## src/design/appset_defines.svh

```systemverilog
// Purpose: Named constants for the axis position preset unit
// Assumes: Included by bare name wherever a constant is needed
// Notes:   Definitions only
`ifndef APPSET_DEFINES_SVH
`define APPSET_DEFINES_SVH
`define APPSET_POS_W       32
`define APPSET_CHAN_W      4
`define APPSET_NUM_AXES    16
`define APPSET_FAULT_W     16
`define APPSET_BASIS_CMD   1'h0
`define APPSET_BASIS_ACT   1'h1
`define APPSET_FAULT_NONE  16'h0000
`define APPSET_FAULT_AXIS  16'h0001
`define APPSET_POS_ZERO    32'h00000000
`define APPSET_LAST_AXIS   4'hB
`endif

```

## src/design/appset_pkg.sv

```systemverilog
// Purpose: Types shared by the preset unit and its axis store
// Assumes: appset_defines.svh supplies the widths
// Notes:   Nothing here is imported; use appset_pkg::name
`include "appset_defines.svh"
package appset_pkg;
    typedef logic [`APPSET_POS_W-1:0] appset_pos_t;
    // One axis position pair
    typedef struct packed {
        logic [`APPSET_POS_W-1:0] cmd;
        logic [`APPSET_POS_W-1:0] act;
    } appset_axis_t;
    // Request fields sampled at the start edge
    typedef struct packed {
        logic [`APPSET_POS_W-1:0]  value;
        logic                      offset_mode;
        logic                      basis;
        logic [`APPSET_CHAN_W-1:0] chan;
    } appset_req_t;
endpackage

```

## src/design/appset_top.sv

```systemverilog
// Purpose: Axis position preset unit; rewrites axis positions without motion
// Assumes: Request fields stable at the rising start edge
// Notes:   Motion in progress is never touched; only stored coordinates shift
`include "appset_defines.svh"
module appset_top (
    input  wire logic                      i_clk,
    input  wire logic                      i_nrst,
    input  wire logic                      i_start,
    input  appset_pkg::appset_req_t        i_req,
    input  wire logic [`APPSET_CHAN_W-1:0] i_mon_chan,
    output appset_pkg::appset_axis_t       o_mon_pos,
    output logic                           o_busy,
    output logic                           o_complete_flag,
    output logic                           o_error,
    output logic [`APPSET_FAULT_W-1:0]     o_fault_code
);
    // Execution steps
    typedef enum logic [1:0] {
        APPSET_IDLE,
        APPSET_READ,
        APPSET_WRITE,
        APPSET_HOLD
    } appset_state_t;

    appset_state_t            state_q;      // Sequencer state
    logic                     start_q;      // Previous start level
    appset_pkg::appset_req_t  req_q;        // Request caught at start edge
    appset_pkg::appset_axis_t rd_data;      // Store read data
    appset_pkg::appset_axis_t wr_data_d;    // New position pair
    logic                     wr_en;        // Store write strobe
    logic [`APPSET_CHAN_W-1:0] rd_addr;     // Store read address
    logic                     busy_q;       // Busy output register
    logic                     done_q;       // Complete output register
    logic                     err_q;        // Error output register
    logic [`APPSET_FAULT_W-1:0] fault_q;    // Fault code register
    appset_pkg::appset_axis_t mon_q;        // Monitor output register
    logic                     start_rise;   // Rising edge of start
    logic                     bad_chan;     // Channel outside the axis range

    // Target position: relative adds, absolute takes value
    function automatic appset_pkg::appset_pos_t target_pos(
        input appset_pkg::appset_pos_t ref_pos,
        input appset_pkg::appset_pos_t value,
        input logic                    rel
    );
        target_pos = rel ? appset_pkg::appset_pos_t'(ref_pos + value) : value;
    endfunction

    assign start_rise = i_start && !start_q;
    assign bad_chan   = i_req.chan > `APPSET_LAST_AXIS;

    // Read the preset axis while executing, else the monitor axis
    assign rd_addr = (state_q == APPSET_IDLE) ? i_mon_chan : req_q.chan;
    assign wr_en   = (state_q == APPSET_WRITE);

    // New pair, lag kept for either basis; captured read is the reference
    always_comb begin
        wr_data_d = rd_data;
        if (req_q.basis == `APPSET_BASIS_CMD) begin
            wr_data_d.cmd = target_pos(rd_data.cmd, req_q.value, req_q.offset_mode);
            wr_data_d.act = appset_pkg::appset_pos_t'(wr_data_d.cmd
                            - (rd_data.cmd - rd_data.act));
        end else begin
            wr_data_d.act = target_pos(rd_data.act, req_q.value, req_q.offset_mode);
            wr_data_d.cmd = appset_pkg::appset_pos_t'(wr_data_d.act
                            + (rd_data.cmd - rd_data.act));
        end
    end

    // Position store; only coordinates are written, no motion path exists
    appset_axis_mem u_mem (
        .i_clk     (i_clk),
        .i_nrst    (i_nrst),
        .i_rd_addr (rd_addr),
        .o_rd_data (rd_data),
        .i_wr_en   (wr_en),
        .i_wr_addr (req_q.chan),
        .i_wr_data (wr_data_d)
    );

    // Start level history
    always_ff @(posedge i_clk or negedge i_nrst) begin
        if (!i_nrst) begin
            start_q <= 1'h0;
        end else begin
            start_q <= i_start;
        end
    end

    // Request capture at the start edge only
    always_ff @(posedge i_clk or negedge i_nrst) begin
        if (!i_nrst) begin
            req_q <= '0;
        end else if (state_q == APPSET_IDLE && start_rise) begin
            req_q <= i_req;
        end
    end

    // Sequencer: read reference, write once, hold flags until start low
    always_ff @(posedge i_clk or negedge i_nrst) begin
        if (!i_nrst) begin
            state_q <= APPSET_IDLE;
        end else begin
            case (state_q)
                APPSET_IDLE: begin
                    if (start_rise) begin
                        state_q <= bad_chan ? APPSET_HOLD : APPSET_READ;
                    end
                end
                APPSET_READ: begin
                    state_q <= APPSET_WRITE;
                end
                APPSET_WRITE: begin
                    state_q <= APPSET_HOLD;
                end
                default: begin
                    if (!i_start) begin
                        state_q <= APPSET_IDLE;
                    end
                end
            endcase
        end
    end

    // Busy while reading and writing
    always_ff @(posedge i_clk or negedge i_nrst) begin
        if (!i_nrst) begin
            busy_q <= 1'h0;
        end else if (state_q == APPSET_IDLE) begin
            busy_q <= start_rise && !bad_chan;
        end else if (state_q == APPSET_WRITE) begin
            busy_q <= 1'h0;
        end
    end

    // Complete once the write has landed; cleared when start drops
    always_ff @(posedge i_clk or negedge i_nrst) begin
        if (!i_nrst) begin
            done_q <= 1'h0;
        end else if (state_q == APPSET_WRITE) begin
            done_q <= 1'h1;
        end else if (state_q == APPSET_HOLD && !i_start) begin
            done_q <= 1'h0;
        end
    end

    // Error on an axis outside the range; code held with the flag
    always_ff @(posedge i_clk or negedge i_nrst) begin
        if (!i_nrst) begin
            err_q   <= 1'h0;
            fault_q <= `APPSET_FAULT_NONE;
        end else if (state_q == APPSET_IDLE && start_rise && bad_chan) begin
            err_q   <= 1'h1;
            fault_q <= `APPSET_FAULT_AXIS;
        end else if (state_q == APPSET_HOLD && !i_start) begin
            err_q   <= 1'h0;
            fault_q <= `APPSET_FAULT_NONE;
        end
    end

    // Monitor of stored positions, sampled while idle
    always_ff @(posedge i_clk or negedge i_nrst) begin
        if (!i_nrst) begin
            mon_q <= '0;
        end else if (state_q == APPSET_IDLE) begin
            mon_q <= rd_data;
        end
    end

    assign o_busy          = busy_q;
    assign o_complete_flag = done_q;
    assign o_error         = err_q;
    assign o_fault_code    = fault_q;
    assign o_mon_pos       = mon_q;
endmodule

```

## src/design/appset_axis_mem.sv

```systemverilog
// Purpose: Command and actual position store for all axes
// Assumes: One write port, one registered read port
// Notes:   The single write port serves the preset unit; no motion logic writes here
`include "appset_defines.svh"
module appset_axis_mem (
    input  wire logic                      i_clk,
    input  wire logic                      i_nrst,
    input  wire logic [`APPSET_CHAN_W-1:0] i_rd_addr,
    output appset_pkg::appset_axis_t       o_rd_data,
    input  wire logic                      i_wr_en,
    input  wire logic [`APPSET_CHAN_W-1:0] i_wr_addr,
    input  appset_pkg::appset_axis_t       i_wr_data
);
    // Storage array, no reset needed on contents beyond zero
    appset_pkg::appset_axis_t mem_q [`APPSET_NUM_AXES];
    appset_pkg::appset_axis_t rd_q;   // Registered read data

    // Write port
    always_ff @(posedge i_clk or negedge i_nrst) begin
        if (!i_nrst) begin
            for (int i = 0; i < `APPSET_NUM_AXES; i++) begin
                mem_q[i] <= '0;
            end
        end else if (i_wr_en) begin
            mem_q[i_wr_addr] <= i_wr_data;
        end
    end

    // Read port; read data from a register
    always_ff @(posedge i_clk or negedge i_nrst) begin
        if (!i_nrst) begin
            rd_q <= '0;
        end else begin
            rd_q <= mem_q[i_rd_addr];
        end
    end
    assign o_rd_data = rd_q;
endmodule

```

## config.mk

```make
export PLATFORM = sky130hd
export DESIGN_NAME = appset_top
export DESIGN_NICKNAME = d
export VERILOG_FILES = /design/src/design/appset_pkg.sv /design/src/design/appset_top.sv /design/src/design/appset_axis_mem.sv
export VERILOG_INCLUDE_DIRS = /design/src /design/src/design
export SDC_FILE = /design/constraint.sdc
export NUM_CORES = 2
export LEC_CHECK = 0
export BUFFER_PORTS_ARGS = -buffer_cell sky130_fd_sc_hd__buf_2
export CAP_MARGIN = 20
export CORE_MARGIN = 5
export CORE_UTILIZATION = 30
export DETAILED_ROUTE_END_ITERATION = 8
export GPL_TIMING_DRIVEN = 0
export HOLD_SLACK_MARGIN = 0.05
export SLEW_MARGIN = 10
export SYNTH_ARGS = -nofsm -noshare
export SYNTH_HDL_FRONTEND = slang
export SYNTH_SLANG_ARGS = --single-unit
```

## constraint.sdc

```tcl
create_clock -name i_clk -period 7 [get_ports i_clk]
set_clock_uncertainty 0.2 [all_clocks]
set_input_delay 1.05 -clock i_clk [delete_from_list [all_inputs] [get_ports i_clk]]
set_output_delay 1.05 -clock i_clk [all_outputs]
set_load 0.005 [all_outputs]
```

==> impl_metrics.ini <==
[die]
floorplan.die.width_microns = 460
boundaryPins = 128
dieHeight_microns = 460
design.die.area_sq_mm = 0.212
fp.coreArea_sq_mm = 0.202
rows = 165
initial_core_util_pct = 30.1

[yosys]
synth.ff_latch_count = 1196
synth.yosys.warnings = 0
postSynthAreaPerCell_sq_um = 10.1
share_of_synthesized_area_occupied_by_flip_flops_and_latches_pct = 49.3
edff_count_synth = 0
ys_async_sr_fraction_pct = 100
synthTopCellsByArea = dfrtp_1 49%, mux4_2 9.5%, nand2_1 8.2%
netlist.area_leader.share_pct = 49.3
post_synth_inst_count = 6029
syn_area_sq_mm = 0.0607
synth_top_cell_by_area = dfrtp_1
synth_cell_type_count = 106
postSynth.topFlopCell = dfrtp_1

[timing]
fin_crit_ns = 6.75
grt_setup_unrepaired = false
totalNegativeSetupSlack_ns = 0
maxClockFrequency_mhz = 148
final_max_slew_viols = 0
report.final.setup_viol = 0
worst_pin_slew_ns = 1.28
finalCritPeriodShare_pct = 96.4
max_slew_margin_pct = 14.8
finalHoldViolCount = 0

[finish]
final.fill_count = 20200
area.growth.synth_to_final_pct = 15.8
multi_input_gate_area_in_the_final_layout_sq_mm = 0.0288
final-seq-area_sq_mm = 0.0299
layout.cells.most_common_list = 1332 x nand2_1, 1194 x dfrtp_1, 859 x o21ai_0
layout.cells.most_common = nand2_1
fraction_of_final_layout_cells_sized_beyond_drive_strength_1_pct = 14.5
final_nets = 6547

[clock_tree]
clock-root-buffer = clkbuf_16
cts.path.max_buffers = 3
ctsHtreeMaxLevel = 4
clkLatencyLatePin_ns = 0.80
clock_sink_count = 1196
clock_tree_from_tritoncts = built
cts.reportedPaths.clkPinSlew_ns = 0.07
tritoncts.num_buffers = 131

[routing]
drt_wl_total_microns = 231000
post_drt_wl_per_cell_microns = 25.3
drt-initial-drc-count = 5744
detail_route.drc_violations = 0
first_pass_iters = 6
route.antenna.remaining_nets = 0
num_vias = 50300
vias_per_cell = 5.51

[placement]
place.port_buffers = 112
dpl.hpwl_microns = 175000
place.gp.congestion = 0.967

[critical_path]
cell_with_the_most_instances_on_the_worst_path = buf_2
critPathMaxFanout = 19
timing.critical_path.buf_inv = 6
path_cells = buf_2 > buf_2 > buf_6 > clkbuf_4 > clkbuf_4 > a21oi_1 > ha_1 > fa_1 > nor2b_1 > o21ai_0 > a21boi_0 > o21ai_0 > a211oi_2 > a31oi_1 > o31ai_2 > a311oi_1 > o31a_1 > o21a_1 > o211ai_2 > mux2i_4 > buf_2 > a31oi_1
crit_required_ns = 7.44
setup.worst_path.start_class = flop
critical_path_class = flop to flop
critical-path-top-delay-family = compound AO/OA/AOI/OAI gates
worst_r2r_path_depth = 22
setup.worst_path.end_class = flop
cpMaxStageDelayCell = dfrtp_1
cp.depth = 22
cpPeakStageDelay_ns = 0.44
arrival_ns = 7.19

[flow_run]
cap_viol_max_count = 0

[grt]
first_global_vias = 49900
antenna_violations_before_repair = 11
grt_overflow_total = 0
grt_first_pass_wirelength_microns = 337000
globalRouteTotalUtil_pct = 21.5
grt_max_degree = 155

[outcome]
status = finished, final reports clean

[worst_hold_path]
worst_hold_check_path_type = input port to async pin
## cell families after synthesis
kind of cell    after synthesis  share of synthesized area, %
simple gates               1894                          13.0
compound gates             1662                          16.1
flops                      1196                          49.3
buf+inv                     577                          3.78
mux                         415                          12.4
fa+ha+maj                   163                          3.42
xor+xnor                    121                          1.97
other cells                   1                       0.00617
## worst reg2reg max path, delay by kind of cell, from the launching register on
family / cells / cell delay [ns]
AO/OA/AOI/OAI: 12 / 2.92
adder cells (fa/ha/maj): 2 / 0.70
buffers and inverters: 6 / 1.75
flip-flops: 1 / 0.44
multiplexers: 1 / 0.42
AND/OR/NAND/NOR: 1 / 0.16
## routing by layer
layer,global-route usage (%),up-vias,share of wire [%],wire [microns]
met5,0,-,0.011,26
met4,13.6,4,7.3,16900
met3,5.53,546,9.7,22400
met2,32.2,2477,43,100000
met1,27.6,25400,40,91500
li1,-,21900,-,-
## synth_stat cells (5+ instances only)
library cell and instances:
nand2b_1 26, a21oi_2 15, a21oi_1 258, a21o_1 80, nor4_1 11, o21ai_0 877
buf_1 37, a31o_2 8, and2_1 79, and4_1 9, a211o_1 8, nand3_1 45
ha_1 157, nand4_1 15, inv_1 113, o21bai_1 23, o21a_1 22, a211oi_1 80
mux4_2 256, nor3_1 54, o221ai_1 11, a311oi_1 6, nand2_1 1332, fa_1 5
o2111ai_1 8, buf_4 22, nor2b_1 46, o31a_1 7, buf_2 24, o31ai_1 8
nor2_1 220, a31oi_1 117, xnor2_2 5, mux2i_1 36, clkbuf_1 373, o211ai_1 13
o22ai_1 7, mux2_2 122, o21ai_1 38, dfrtp_1 1196, and3_1 22, xnor2_1 68
xor2_1 41, or3_1 16
## cell type report
cell class,count,share of cell area [%]
multi-input cells,4270,40.9
flip-flops and latches,1196,42.5
inverters,115,0.614
diodes,9,0.0320
clock inverters,53,1.21
clock buffers,183,5.40
plain buffers,458,2.71
repair buffers,168,1.86
well taps,2672,4.75
## path summary, 6_finish.rpt
kind	from	endpoint	slack, ns
worst max-delay path	req_q[5]$_DFFE_PN0P_	u_mem.mem_q[796]$_DFFE_PN0P_	0.25
worst min-delay path	i_nrst	u_mem.mem_q[871]$_DFFE_PN0P_	0.19
worst max register to register	req_q[5]$_DFFE_PN0P_	u_mem.mem_q[796]$_DFFE_PN0P_	0.25
worst min register to register	u_mem.mem_q[18]$_DFFE_PN0P_	u_mem.mem_q[18]$_DFFE_PN0P_	0.27
max in group asynchronous	i_nrst	u_mem.mem_q[921]$_DFFE_PN0P_	3.62
min in group i_clk	i_start	start_q$_DFF_PN0_	0.21
## through the flow
| stage | hold WS [ns] | instances | area (sq um) | setup slack, ns | util [%] |
|---|---|---|---|---|---|
| 6_report | 0.190 | 9124 | 70300 | 0.251 | 34.9 |
| 5_1_grt | 0.184 | 9115 | 70300 | 0.0203 | 34.9 |
| 4_1_cts | 0.156 | 9110 | 70200 | 0.0346 | 34.8 |
| 3_5_place_dp | 0.258 | 8875 | 65400 | -2.36 | 32.4 |
| 3_3_place_gp | 0.255 | 8827 | 64700 | -21.43 | 32.1 |
| 2_1_floorplan | 0.241 | 6043 | 60800 | 1.13 | - |
## flip-flops by register name, indices dropped and copies added, names as in the netlist
name and flops:
o_busy 1, o_complete_flag 1, o_fault_code 1, o_mon_pos 64, req_q 38, start_q 1
state_q 2, u_mem.mem_q 1024, u_mem.o_rd_data 64
## timing repair
action / CTS / global route
pin swaps: 0 / 1
buffers inserted: 0 / 3
endpoints found under the setup margin: 808 / 254
hold buffers: 0 / 0
gates cloned: 0 / 0
resized for setup: 37 / 24
Power is left out: the tool's default activity adds up to more than one toggle a clock period on the data nets, which glitch-free logic cannot reach.
